<file path="src/pkg/gx_pkg.sv">
// shared offsets, reset values and field positions of the port expander
package gx_pkg;

    // register byte offsets on the AXI4-Lite bus
    localparam logic [7:0] OFF_INPUT      = 8'h00;
    localparam logic [7:0] OFF_OUTPUT     = 8'h04;
    localparam logic [7:0] OFF_POLARITY   = 8'h08;
    localparam logic [7:0] OFF_CONFIG     = 8'h0C;
    localparam logic [7:0] OFF_IRQ_STATUS = 8'h10;
    localparam logic [7:0] OFF_IRQ_CLEAR  = 8'h14;
    localparam logic [7:0] OFF_IRQ_ENABLE = 8'h18;
    localparam logic [7:0] OFF_TARGET     = 8'h1C;

    // reset values
    localparam logic [7:0] RST_OUTPUT     = 8'hFF;
    localparam logic [7:0] RST_POLARITY   = 8'h00;
    localparam logic [7:0] RST_CONFIG     = 8'hFF;
    localparam logic [7:0] RST_IRQ_ENABLE = 8'h00;
    localparam logic [7:0] RST_IRQ_STATUS = 8'h00;
    localparam logic [2:0] RST_STRAPS     = 3'h0;

    // target address register layout
    localparam int TARGET_STRAP_LSB = 0;
    localparam int TARGET_FIXED_LSB = 3;
    localparam int TARGET_WIRE_BIT  = 8;

    // AXI response codes
    localparam logic [1:0] RESP_OKAY   = 2'h0;
    localparam logic [1:0] RESP_SLVERR = 2'h2;

    // register select decoded from the bus address
    typedef enum logic [2:0] {
        GX_SEL_INPUT,
        GX_SEL_OUTPUT,
        GX_SEL_POLARITY,
        GX_SEL_CONFIG,
        GX_SEL_IRQ_STATUS,
        GX_SEL_IRQ_CLEAR,
        GX_SEL_IRQ_ENABLE,
        GX_SEL_TARGET
    } gx_sel_t;

endpackage : gx_pkg

</file>
<file path="src/hdl/gx_pin_bank.sv">
// per-pin drive, pull-up select, input capture and change detection
`timescale 1ns/1ps
module gx_pin_bank #(
    parameter int W = 8
) (
    input  wire logic         aclk,
    input  wire logic         aresetn,
    input  wire logic [W-1:0] cfg_input,
    input  wire logic [W-1:0] out_val,
    input  wire logic         capture,
    input  wire logic [W-1:0] pin_in,
    output logic      [W-1:0] pin_out,
    output logic      [W-1:0] pin_oe_n,
    output logic      [W-1:0] pin_pullup_en,
    output logic      [W-1:0] captured,
    output logic      [W-1:0] mismatch,
    output logic              primed
);

    // first cycle after reset loads the live levels so no false change fires
    always_ff @(posedge aclk) begin
        if (!aresetn) begin
            primed <= 1'b0;
        end else begin
            primed <= 1'b1;
        end
    end

    wire load = capture | ~primed;

    for (genvar i = 0; i < W; i++) begin : g_pin
        always_ff @(posedge aclk) begin
            if (!aresetn) begin
                captured[i] <= 1'b0;
            end else if (load) begin
                captured[i] <= pin_in[i];
            end
        end
        assign pin_out[i]       = out_val[i];
        assign pin_oe_n[i]      = cfg_input[i];
        assign pin_pullup_en[i] = cfg_input[i];
        assign mismatch[i]      = primed & cfg_input[i] & (pin_in[i] ^ captured[i]);
    end

endmodule : gx_pin_bank

</file>
<file path="src/hdl/gx_irq.sv">
// sticky change status, enable mask and level interrupt
`timescale 1ns/1ps
module gx_irq #(
    parameter int W = 8
) (
    input  wire logic         aclk,
    input  wire logic         aresetn,
    input  wire logic [W-1:0] change,
    input  wire logic         clr_we,
    input  wire logic         en_we,
    input  wire logic [W-1:0] wdata,
    output logic      [W-1:0] status,
    output logic      [W-1:0] enable,
    output logic              irq
);

    logic [W-1:0] change_q;
    wire  [W-1:0] rise       = change & ~change_q;
    wire  [W-1:0] clr_mask   = clr_we ? wdata : '0;
    // a new event in the clearing cycle survives the clear
    wire  [W-1:0] next_status = (status & ~clr_mask) | rise;

    always_ff @(posedge aclk) begin
        if (!aresetn) begin
            change_q <= '0;
            status   <= W'(gx_pkg::RST_IRQ_STATUS);
            enable   <= W'(gx_pkg::RST_IRQ_ENABLE);
        end else begin
            change_q <= change;
            status   <= next_status;
            if (en_we) begin
                enable <= wdata;
            end
        end
    end

    assign irq = |(status & enable);

endmodule : gx_irq

</file>
<file path="src/hdl/gx_expander.sv">
// 8-bit port expander core with AXI4-Lite register access
//
// What this block does
// - reset leaves every pin input with pull-up
// - direction register selects input or output per pin
// - input and output port registers, bit per pin
// - polarity bits invert returned input values
// - every register except the interrupt clear is readable by master; a read of the clear returns zero
// - reset restores defaults and bus state
// - interrupt when input differs from captured state
// - interrupt pin active low, open drain
// - target address from fixed part plus straps
// - output pins hold latched values until rewritten
`timescale 1ns/1ps
module gx_expander #(
    parameter int         W          = 8,
    parameter int         ADDR_W     = 8,
    // fixed part of the target address; value is arbitrary
    parameter logic [3:0] FIXED_ADDR = 4'h5
) (
    input  wire logic              aclk,
    input  wire logic              aresetn,
    input  wire logic [ADDR_W-1:0] awaddr,
    input  wire logic [2:0]        awprot,
    input  wire logic              awvalid,
    output logic                   awready,
    input  wire logic [31:0]       wdata,
    input  wire logic [3:0]        wstrb,
    input  wire logic              wvalid,
    output logic                   wready,
    output logic      [1:0]        bresp,
    output logic                   bvalid,
    input  wire logic              bready,
    input  wire logic [ADDR_W-1:0] araddr,
    input  wire logic [2:0]        arprot,
    input  wire logic              arvalid,
    output logic                   arready,
    output logic      [31:0]       rdata,
    output logic      [1:0]        rresp,
    output logic                   rvalid,
    input  wire logic              rready,
    input  wire logic              addr_strap_0,
    input  wire logic              addr_strap_1,
    input  wire logic              addr_strap_2,
    input  wire logic [W-1:0]      port_pin_in,
    output logic      [W-1:0]      port_pin_out,
    output logic      [W-1:0]      port_pin_oe_n,
    output logic      [W-1:0]      port_pin_pullup_en,
    input  wire logic              int_n_in,
    output logic                   int_n_out,
    output logic                   int_n_oe_n,
    output logic                   irq
);

    // ---------------------------------------------------------------
    // register state
    // ---------------------------------------------------------------
    logic [W-1:0] out_reg;
    logic [W-1:0] pol_reg;
    logic [W-1:0] cfg_reg;
    logic [2:0]   strap_reg;
    logic         strap_taken;

    logic [W-1:0] captured;
    logic [W-1:0] mismatch;
    logic         primed;
    logic [W-1:0] irq_status;
    logic [W-1:0] irq_enable;

    // protection bits carry no meaning here
    wire unused_prot = ^{awprot, arprot};

    // ---------------------------------------------------------------
    // address decode shared by both channels
    // ---------------------------------------------------------------
    function automatic logic decode_hit(input logic [ADDR_W-1:0] addr,
                                        input logic [7:0]        off);
        logic [7:0] word;
        word = {addr[7:2], 2'h0};
        return word == off;
    endfunction : decode_hit

    function automatic gx_pkg::gx_sel_t decode_sel(input logic [ADDR_W-1:0] addr);
        gx_pkg::gx_sel_t sel;
        sel = gx_pkg::GX_SEL_INPUT;
        if (decode_hit(addr, gx_pkg::OFF_OUTPUT))     sel = gx_pkg::GX_SEL_OUTPUT;
        if (decode_hit(addr, gx_pkg::OFF_POLARITY))   sel = gx_pkg::GX_SEL_POLARITY;
        if (decode_hit(addr, gx_pkg::OFF_CONFIG))     sel = gx_pkg::GX_SEL_CONFIG;
        if (decode_hit(addr, gx_pkg::OFF_IRQ_STATUS)) sel = gx_pkg::GX_SEL_IRQ_STATUS;
        if (decode_hit(addr, gx_pkg::OFF_IRQ_CLEAR))  sel = gx_pkg::GX_SEL_IRQ_CLEAR;
        if (decode_hit(addr, gx_pkg::OFF_IRQ_ENABLE)) sel = gx_pkg::GX_SEL_IRQ_ENABLE;
        if (decode_hit(addr, gx_pkg::OFF_TARGET))     sel = gx_pkg::GX_SEL_TARGET;
        return sel;
    endfunction : decode_sel

    function automatic logic decode_mapped(input logic [ADDR_W-1:0] addr);
        return (addr[ADDR_W-1:5] == '0);
    endfunction : decode_mapped

    // ---------------------------------------------------------------
    // write channel: address and data are taken together
    // ---------------------------------------------------------------
    // waiting for both keeps one write in flight and needs no skid storage
    wire              wr_fire   = awvalid & wvalid & ~bvalid;
    wire gx_pkg::gx_sel_t wr_sel = decode_sel(awaddr);
    wire              wr_mapped = decode_mapped(awaddr);
    wire              wr_lane0  = wr_fire & wr_mapped & wstrb[0];
    wire [W-1:0]      wr_byte   = wdata[W-1:0];

    wire wr_output = wr_lane0 & (wr_sel == gx_pkg::GX_SEL_OUTPUT);
    wire wr_pol    = wr_lane0 & (wr_sel == gx_pkg::GX_SEL_POLARITY);
    wire wr_cfg    = wr_lane0 & (wr_sel == gx_pkg::GX_SEL_CONFIG);
    wire wr_iclr   = wr_lane0 & (wr_sel == gx_pkg::GX_SEL_IRQ_CLEAR);
    wire wr_ien    = wr_lane0 & (wr_sel == gx_pkg::GX_SEL_IRQ_ENABLE);

    assign awready = wr_fire;
    assign wready  = wr_fire;

    always_ff @(posedge aclk) begin
        if (!aresetn) begin
            bvalid <= 1'b0;
            bresp  <= gx_pkg::RESP_OKAY;
        end else if (wr_fire) begin
            bvalid <= 1'b1;
            bresp  <= wr_mapped ? gx_pkg::RESP_OKAY : gx_pkg::RESP_SLVERR;
        end else if (bready) begin
            bvalid <= 1'b0;
        end
    end

    // ---------------------------------------------------------------
    // configuration, output and polarity registers
    // ---------------------------------------------------------------
    always_ff @(posedge aclk) begin
        if (!aresetn) begin
            cfg_reg <= W'(gx_pkg::RST_CONFIG);
        end else if (wr_cfg) begin
            cfg_reg <= wr_byte;
        end
    end

    always_ff @(posedge aclk) begin
        if (!aresetn) begin
            out_reg <= W'(gx_pkg::RST_OUTPUT);
        end else if (wr_output) begin
            out_reg <= wr_byte;
        end
    end

    always_ff @(posedge aclk) begin
        if (!aresetn) begin
            pol_reg <= W'(gx_pkg::RST_POLARITY);
        end else if (wr_pol) begin
            pol_reg <= wr_byte;
        end
    end

    // straps are sampled once, on the first edge after reset release
    always_ff @(posedge aclk) begin
        if (!aresetn) begin
            strap_taken <= 1'b0;
            strap_reg   <= gx_pkg::RST_STRAPS;
        end else if (!strap_taken) begin
            strap_taken <= 1'b1;
            strap_reg   <= {addr_strap_2, addr_strap_1, addr_strap_0};
        end
    end

    // ---------------------------------------------------------------
    // read channel
    // ---------------------------------------------------------------
    wire                  rd_fire   = arvalid & ~rvalid;
    wire gx_pkg::gx_sel_t rd_sel    = decode_sel(araddr);
    wire                  rd_mapped = decode_mapped(araddr);
    wire                  rd_input  = rd_fire & rd_mapped & (rd_sel == gx_pkg::GX_SEL_INPUT);

    assign arready = ~rvalid;

    // input view: live pin level with polarity applied
    wire [W-1:0] input_view = port_pin_in ^ pol_reg;

    localparam int TGT_HI = gx_pkg::TARGET_FIXED_LSB + 3;
    logic [31:0] target_word;
    always_comb begin
        target_word = '0;
        target_word[TGT_HI:gx_pkg::TARGET_STRAP_LSB] = {FIXED_ADDR, strap_reg};
        target_word[gx_pkg::TARGET_WIRE_BIT]         = int_n_in;
    end

    logic [31:0] rd_word;
    always_comb begin
        rd_word = '0;
        case (rd_sel)
            gx_pkg::GX_SEL_INPUT: begin
                rd_word[W-1:0] = input_view;
            end
            gx_pkg::GX_SEL_OUTPUT: begin
                rd_word[W-1:0] = out_reg;
            end
            gx_pkg::GX_SEL_POLARITY: begin
                rd_word[W-1:0] = pol_reg;
            end
            gx_pkg::GX_SEL_CONFIG: begin
                rd_word[W-1:0] = cfg_reg;
            end
            gx_pkg::GX_SEL_IRQ_STATUS: begin
                rd_word[W-1:0] = irq_status;
            end
            gx_pkg::GX_SEL_IRQ_ENABLE: begin
                rd_word[W-1:0] = irq_enable;
            end
            gx_pkg::GX_SEL_TARGET: begin
                rd_word = target_word;
            end
            default: begin
                rd_word = '0;
            end
        endcase
        if (!rd_mapped) begin
            rd_word = '0;
        end
    end

    always_ff @(posedge aclk) begin
        if (!aresetn) begin
            rvalid <= 1'b0;
            rdata  <= '0;
            rresp  <= gx_pkg::RESP_OKAY;
        end else if (rd_fire) begin
            rvalid <= 1'b1;
            rdata  <= rd_word;
            rresp  <= rd_mapped ? gx_pkg::RESP_OKAY : gx_pkg::RESP_SLVERR;
        end else if (rready) begin
            rvalid <= 1'b0;
        end
    end

    // ---------------------------------------------------------------
    // pins and change detection
    // ---------------------------------------------------------------
    gx_pin_bank #(
        .W (W)
    ) u_pins (
        .aclk          (aclk),
        .aresetn       (aresetn),
        .cfg_input     (cfg_reg),
        .out_val       (out_reg),
        .capture       (rd_input),
        .pin_in        (port_pin_in),
        .pin_out       (port_pin_out),
        .pin_oe_n      (port_pin_oe_n),
        .pin_pullup_en (port_pin_pullup_en),
        .captured      (captured),
        .mismatch      (mismatch),
        .primed        (primed)
    );

    // ---------------------------------------------------------------
    // interrupts
    // ---------------------------------------------------------------
    // open-drain pin follows the live mismatch, so it releases when inputs
    // return or the input register is read; the sticky copy is for software
    assign int_n_out  = 1'b0;
    assign int_n_oe_n = ~(|mismatch) | unused_prot & 1'b0;

    gx_irq #(
        .W (W)
    ) u_irq (
        .aclk    (aclk),
        .aresetn (aresetn),
        .change  (mismatch),
        .clr_we  (wr_iclr),
        .en_we   (wr_ien),
        .wdata   (wr_byte),
        .status  (irq_status),
        .enable  (irq_enable),
        .irq     (irq)
    );

endmodule : gx_expander

</file>
<file path="config.mk">
export PLATFORM = sky130hd
export DESIGN_NAME = gx_expander
export DESIGN_NICKNAME = d
export VERILOG_FILES = /design/src/pkg/gx_pkg.sv /design/src/hdl/gx_pin_bank.sv /design/src/hdl/gx_irq.sv /design/src/hdl/gx_expander.sv
export SDC_FILE = /design/constraint.sdc
export NUM_CORES = 1
export LEC_CHECK = 0
export BUFFER_PORTS_ARGS = -buffer_cell sky130_fd_sc_hd__buf_2
export CORE_MARGIN = 5
export CORE_UTILIZATION = 53
export CTS_BUF_LIST = sky130_fd_sc_hd__clkbuf_16
export DETAILED_ROUTE_END_ITERATION = 10
export PLACE_DENSITY = 0.89
export SLEW_MARGIN = 20
export SYNTH_ARGS = -nofsm -noshare
export SYNTH_HDL_FRONTEND = slang
export SYNTH_SLANG_ARGS = --single-unit
export TNS_END_PERCENT = 50
</file>
<file path="constraint.sdc">
create_clock -name aclk -period 4.6 [get_ports aclk]
set_input_delay 0.23 -clock aclk [delete_from_list [all_inputs] [get_ports aclk]]
set_output_delay 0.23 -clock aclk [all_outputs]
set_load 0.03 [all_outputs]
</file>
==> results of run 1 <==
[power groups by stage]
stage               clock network (uW)  logic, uW  registers [uW]
floorplan                            0        140             685
global placement                     0        176             682
detailed placement                   0        182             683
CTS                                659        182             670
global route                       690        198             673
finish                             656        185             670
[routing by layer]
| metal | GRT usage | up-vias | part of all wire |
|---|---|---|---|
| li1 | - | 1459 | - |
| met1 | 0.267 | 1461 | 0.39 |
| met2 | 0.379 | 163 | 0.50 |
| met3 | 0.0558 | 28 | 0.083 |
| met4 | 0.0951 | 0 | 0.028 |
| met5 | 0 | - | 0 |
[metrics by stage]
stage	setup slack [ns]	utilization	hold WS, ns	instances
global placement	2.51	0.590	0.446	543
floorplan	2.74	-	0.258	419
CTS	2.32	0.630	0.155	559
detailed placement	2.47	0.590	0.448	543
finish	2.30	0.630	0.162	559
global route	2.24	0.630	0.169	559
[cells in the mapped netlist, drive strengths merged, types with 2 or more instances]
library cell   n
a22oi          7
a21oi         10
a311o          2
or3            4
a32o           8
xnor2          2
buf           41
nand3          6
nor4           4
nand2b         2
nand4          2
nor3           5
a221oi         2
nand3b         4
nor2           6
inv            4
mux2           7
a21boi         2
a22o           6
a211oi         2
nand2         32
and2          12
or4            3
clkbuf        13
o211a          2
xor2          13
dfxtp         73
o21ai         13
nor2b         39
mux2i         50
and3           9
[area by class of cell]
cell class,count,share of cell area
Inverter,4,0.00347
Tap cell,96,0.0277
Multi-Input combinational cell,288,0.472
Sequential cell,73,0.337
Timing Repair Buffer,82,0.0953
Clock buffer,9,0.0520
Clock inverter,7,0.0124
[cells by family after synthesis]
group | after synthesis
simple gates | 132
flops | 73
compound gates | 58
buf+inv | 58
mux | 57
xor+xnor | 15
other cells | 1
[worst paths after layout]
check / start / to / slack [ns] / depth (start not counted)
worst max-delay path: u_pins.primed$_DFF_P_ / int_n_oe_n / 2.30 / 4
worst min-delay path: arvalid / rvalid$_SDFFE_PN0P_ / 0.16 / 2
worst max register to register: bvalid$_SDFFE_PN0P_ / u_irq.status[6]$_SDFF_PN0_ / 2.51 / 4
worst min register to register: rdata[8]$_SDFFE_PN0P_ / rdata[8]$_SDFFE_PN0P_ / 0.47 / 2
==> metrics.log, run 1 <==
[metrics] combinational fraction of design power: 0.122
[metrics] CTS-repair resized insts: 0
[metrics] maximum resistive drop on vdd: 0.297 mV
[metrics] post-synthesis xor/xnor area fraction: 0.0348
[metrics] count of final hold-check violations: 0
[metrics] EDFF count, synth: 0
[metrics] number of unique standard cell types used by synthesis: 46
[metrics] total buffers and inverters traversed by the critical path: 1
[metrics] antenna violations before repair: 0
[metrics] cell chain of the critical path: and3_1 -> or4_1 -> nor2_1 -> buf_2
[metrics] layout overhead on the synthesized area: 14.8%
[metrics] Setup TNS Final: 0 ns
[metrics] dominant cell type by area after synthesis: dfxtp_1
[metrics] wire length of the first global-routing pass: 15300 um
[metrics] average wire length per cell after detail routing: 17.2 um
[metrics] count of hold buffers inserted by post-cts repair: 0
[metrics] layout cells sized above 1: 0.235
[metrics] floorplan die area: 8900 um2
[metrics] mux cell area share after synthesis: 0.154
[metrics] status: finished clean
[metrics] largest net degree at the start of global routing: 79
[metrics] internal portion of total power: 1130 uW
[metrics] switching power share of the total: 0.254
[metrics] Antenna Violating Nets Remaining: 0
[metrics] most frequent standard cell in the layout excluding fill and tap cells: buf_2
[metrics] count of port buffers added during placement: 81
[metrics] most used cells in the layout excluding fill and tap cells: 81 x buf_2, 73 x dfxtp_1, 50 x mux2i_1
[metrics] fill count: 554
[metrics] CTS tree: built
[metrics] worst-path cell with the longest stage delay: or4_1
[metrics] Tcrit/Tclk final: 0.500
[metrics] sequential standard cell area: approximately 1500 um2
[metrics] number of diodes: 0
[metrics] die height: 94.4 um
[metrics] drt pass-1 iters: 5
[metrics] overall power: between 1500 and 2000 uW
[metrics] I/O pin total: 145
[metrics] dominant combinational cell family by area after synthesis: simple AND/OR/NAND/NOR gates
[metrics] endpoint type of the worst setup path: output pin
[metrics] estimated wirelength of the detail-placed design: 7000 um
[metrics] share of the yosys chip area belonging to registers: 0.387
[metrics] GRT overflow: 0
[metrics] total core area: 6870 um2
[metrics] placed instance area: ~4100 um2
[metrics] #FFs+latches synth: 73
[metrics] Synth top area share: 0.387
[metrics] final-report max-slew violation count: 0
[metrics] final instance area: between 4000 and 5000 um2
[metrics] cell type group with the largest total delay on the critical path: simple AND/OR/NAND/NOR gates
[metrics] post-synthesis instance total: a little under 400
[metrics] final period demand of the worst path: about 2.3 ns
[metrics] slew of the pin with the lowest slew margin: 0.874 ns
[metrics] CTS Buffer Depth: 2
[metrics] clock slew at reported path FFs: roughly 0.050 ns
[metrics] Setup crit start kind: register
[metrics] Hold Crit Class: in -> reg
[metrics] number of buffers added for setup after CTS: 0
[metrics] post-synthesis share of cell area spent on and, or, nand and nor gates: 0.212
[metrics] synthesized area per cell: 9.57 um2
[metrics] register with the highest flop count: rdata
[metrics] maximum fanout encountered on the critical timing path: 12
[metrics] number of rows in the core area: 30
[metrics] aggregate routed wire length: 9590 um
[metrics] delay of the slowest critical-path stage: 0.56 ns
[metrics] area of combinational cells with multiple inputs: between 2000 and 2500 um2
[metrics] async set-reset flop share out of synthesis: 0
[metrics] Setup Crit Path Kind: reg -> out
[metrics] Starting Density: 0.549
[metrics] DRC viols: 0
[metrics] clock insertion delay at the later pin of the skew report: 0.33 ns
[metrics] Detailed Route Iter0 Violations: 325
[metrics] total number of clock tree sinks: 73
[metrics] post-synth design cell area: around 3800 um2
[metrics] power density over cell area: 349 nW/um2
[metrics] share of synthesized cell area in full adder, half adder and majority cells: 0
[metrics] Post-synth top flop: dfxtp_1
[metrics] leakage power figure: 0.00184 uW
[metrics] chip width: between 90 and 100 um
[metrics] required arrival time at the worst endpoint: roughly 4.4 ns
[metrics] detail-routed via count per cell: 5.57
[metrics] H-tree levels: 3
[metrics] Achievable Freq: 0.435 GHz
[metrics] setup repair after global routing missed its margin: false
[metrics] vias in the first global route: approximately 3000
[metrics] Warnings, synthesis: 0
[metrics] top area cells in the synthesized netlist: dfxtp_1 39%, mux2i_1 13%, buf_4 7.0%
[metrics] Max Clock Skew: 0.00498 ns
[metrics] post-synthesis compound-gate area fraction: 0.115
[metrics] GPL Wtd Cong: 0.907
[metrics] global-route total usage across every layer: 0.223
[metrics] worst relative slew slack: 0.412
[metrics] clock buffer count from CTS: 9
[metrics] count of nets after finishing: ~540
[metrics] vias after detailed routing: 3111
[metrics] part of the total power dissipated in the clock network: 0.434
[metrics] CTS Root Buffer Type: clkbuf_16
[metrics] Seq pwr share: 0.444
[metrics] reported max-cap violation count: 0
[metrics] Crit path arrival time: 2.07 ns
[metrics] reported net switching power: 384 uW
[metrics] number of flip-flops in the largest register: 9
[metrics] final-report setup violation count: 0
No activity file was read; power rests on OpenSTA's default activity.
==> inputs of run 2 (changes only) <==
ABC_AREA = 1   (was not set)
CORE_UTILIZATION = 49   (was 53)
PLACE_DENSITY = 0.83   (was 0.89)
clock period = 2.13 ns   (was 4.6 ns; I/O delays follow)
==> metrics.log, run 2 <==
[metrics] reported max-cap violation count: 0
[metrics] die height: 96.9 um
[metrics] Antenna Violating Nets Remaining: 0
[metrics] Setup Crit Path Kind: reg -> reg
[metrics] Warnings, synthesis: 0
[metrics] Setup TNS Final: 0 ns
[metrics] aggregate routed wire length: 11100 um
[metrics] maximum fanout encountered on the critical timing path: 11
[metrics] required arrival time at the worst endpoint: 2.39 ns
[metrics] final-report max-slew violation count: 0
[metrics] H-tree levels: 3
[metrics] post-synth design cell area: 3700 um2
[metrics] number of flip-flops in the largest register: 9
[metrics] vias in the first global route: between 3000 and 4000
[metrics] Crit path arrival time: ~2.1 ns
[metrics] maximum resistive drop on vdd: roughly 0.5 mV
[metrics] CTS Root Buffer Type: clkbuf_16
[metrics] Detailed Route Iter0 Violations: 370
[metrics] leakage power figure: 0.00201 uW
[metrics] Synth top area share: 0.395
[metrics] synthesized area per cell: 7.09 um2
[metrics] number of buffers added for setup after CTS: 0
[metrics] most frequent standard cell in the layout excluding fill and tap cells: nand2_1
[metrics] sequential standard cell area: 1460 um2
[metrics] Hold Crit Class: in -> reg
[metrics] antenna violations before repair: 0
[metrics] Worst Slack Setup Final: 0.286 ns
[metrics] async set-reset flop share out of synthesis: 0
[metrics] Setup crit start kind: register
[metrics] #FFs+latches synth: 73
[metrics] count of hold buffers inserted by post-cts repair: 0
[metrics] chip width: 96.9 um
[metrics] share of the yosys chip area belonging to registers: 0.395
[metrics] CTS Buffer Depth: 2
[metrics] CTS tree: built
[metrics] slew of the pin with the lowest slew margin: 0.642 ns
[metrics] Tcrit/Tclk final: 0.866
[metrics] register with the highest flop count: rdata
[metrics] GRT overflow: 0
[metrics] Post-synth top flop: dfxtp_1
[metrics] count of port buffers added during placement: 81
[metrics] wire length of the first global-routing pass: 17600 um
[metrics] post-synthesis instance total: 522
[metrics] number of unique standard cell types used by synthesis: 26
[metrics] vias after detailed routing: 3813
[metrics] floorplan die area: 9390 um2
[metrics] total number of clock tree sinks: 73
[metrics] number of rows in the core area: 31
[metrics] worst-path cell with the longest stage delay: nand2_1
[metrics] final period demand of the worst path: between 1.5 and 2 ns
[metrics] EDFF count, synth: 0
[metrics] estimated wirelength of the detail-placed design: 8180 um
[metrics] global-route total usage across every layer: 0.232
[metrics] total core area: 7290 um2
[metrics] endpoint type of the worst setup path: register
[metrics] cell with the most instances after synthesis: nand2_1
[metrics] cell chain of the critical path: inv_1 -> nand2_1 -> nor2_1 -> nand4_2 -> nand2_1 -> nand2_1 -> a21oi_1
[metrics] count of final hold-check violations: 0
[metrics] final-report setup violation count: 0
[metrics] Starting Density: 0.508
[metrics] GPL Wtd Cong: 0.986
[metrics] CTS-repair resized insts: 0
[metrics] status: finished clean
[metrics] most numerous cell on the critical path: nand2_1
[metrics] detail-routed via count per cell: 5.49
[metrics] delay of the slowest critical-path stage: roughly 0.33 ns
[metrics] drt pass-1 iters: 5
[metrics] count of nets after finishing: 668
[metrics] clock insertion delay at the later pin of the skew report: 0.34 ns
[metrics] worst relative slew slack: 0.570
[metrics] core utilization of the finished layout: 0.594
[metrics] layout overhead on the synthesized area: 16.9%
[metrics] clock buffer count from CTS: 9
[metrics] most used cells in the layout excluding fill and tap cells: 111 x nand2_1, 81 x buf_2, 79 x nor2_1
[metrics] top area cells in the synthesized netlist: dfxtp_1 39%, nand2_1 11%, nor2_1 8.1%
[metrics] Place WS: between 0.3 and 0.4 ns
[metrics] average wire length per cell after detail routing: ~16 um
[metrics] clock slew at reported path FFs: 0.06 ns
[metrics] largest net degree at the start of global routing: 34
[metrics] I/O pin total: 145
[metrics] area of combinational cells with multiple inputs: 1870 um2
[metrics] fill count: 698
[metrics] commonest cells in the synthesized netlist: 111 x nand2_1, 80 x nor2_1, 73 x dfxtp_1, 49 x a21oi_1, 38 x nand4_1
[metrics] Achievable Freq: roughly 0.54 GHz
[metrics] DRC viols: 0
[metrics] power density over cell area: 770 nW/um2
[metrics] WHS: 0.0264 ns
[metrics] setup repair after global routing missed its margin: false
[metrics] Max Clock Skew: 0.00852 ns
[metrics] dominant cell type by area after synthesis: dfxtp_1
[metrics] number of diodes: 0
[metrics] layout cells sized above 1: 0.201
==> run 2: cell count changes in the layout (fill, tap and decap cells not counted), sizes merged, moves of 23 or more <==
cell and change:
nand2 +82, nor2 +79, mux2i -50, a21oi +39
nor2b -39, nand4 +37, inv +26, o211ai +23
==> run 2: final cells by class <==
| class | count | share of cell area |
|---|---|---|
| multi-input combinational | 387 | 0.431 |
| inverter | 31 | 0.0269 |
| timing repair buffer | 89 | 0.108 |
| sequential | 73 | 0.338 |
| tap | 99 | 0.0286 |
| clock inverter | 7 | 0.0162 |
| clock buffer | 9 | 0.0520 |
==> run 2: path summary, 6_finish.rpt <==
path	from	end	slack [ns]	cells past startpoint
worst min register to register	rdata[1]$_SDFFE_PN0P_	rdata[1]$_SDFFE_PN0P_	0.46	2
worst max-delay path	rvalid$_SDFFE_PN0P_	u_pins.captured[6]$_SDFFE_PN0P_	0.29	7
worst min-delay path	addr_strap_1	strap_reg[1]$_SDFFE_PN0N_	0.03	3
worst max register to register	rvalid$_SDFFE_PN0P_	u_pins.captured[6]$_SDFFE_PN0P_	0.29	7
==> run 2: power by group <==
part	switching [uW]	leakage [uW]	internal (uW)
Sequential	28.2	0.000595	1410
Clock	599	0.000135	904
Combinational	293	0.00127	103
==> run 2: logic make-up (layout without fill, tap and decap cells) <==
group / after synthesis / in the layout / synth area share
xor+xnor: 8 / 8 / 0.0189
buf+inv: 87 / 136 / 0.127
other cells: 1 / 26 / 0.00101
flops: 73 / 73 / 0.395
simple gates: 270 / 270 / 0.326
compound gates: 83 / 83 / 0.133
==> run 2: critical path, delay by kind of cell, from the launching register on <==
kind / cells / cell delay (ns)
DFF: 1 / 0.31
buffers and inverters: 1 / 0.07
and+or+nand+nor: 5 / 1.26
AOI/OAI and AO/OA: 1 / 0.13
==> run 2: through the flow <==
stage / total power, uW / area [um2] / instances
final: 3330 / 4330 / 695
after global routing: 3460 / 4330 / 695
after CTS: 3340 / 4330 / 695
after detailed placement: 1850 / 4030 / 679
after global placement: 1840 / 4030 / 679
after floorplan: 1760 / 3790 / 547
==> run 2: layer usage <==
layer  GRT usage  vias to the layer above  part of all wire
li1            -                     1828                 -
met1       0.276                     1711              0.40
met2       0.369                      232              0.45
met3      0.0777                       42              0.11
met4       0.122                        0             0.047
met5           0                        -                 0
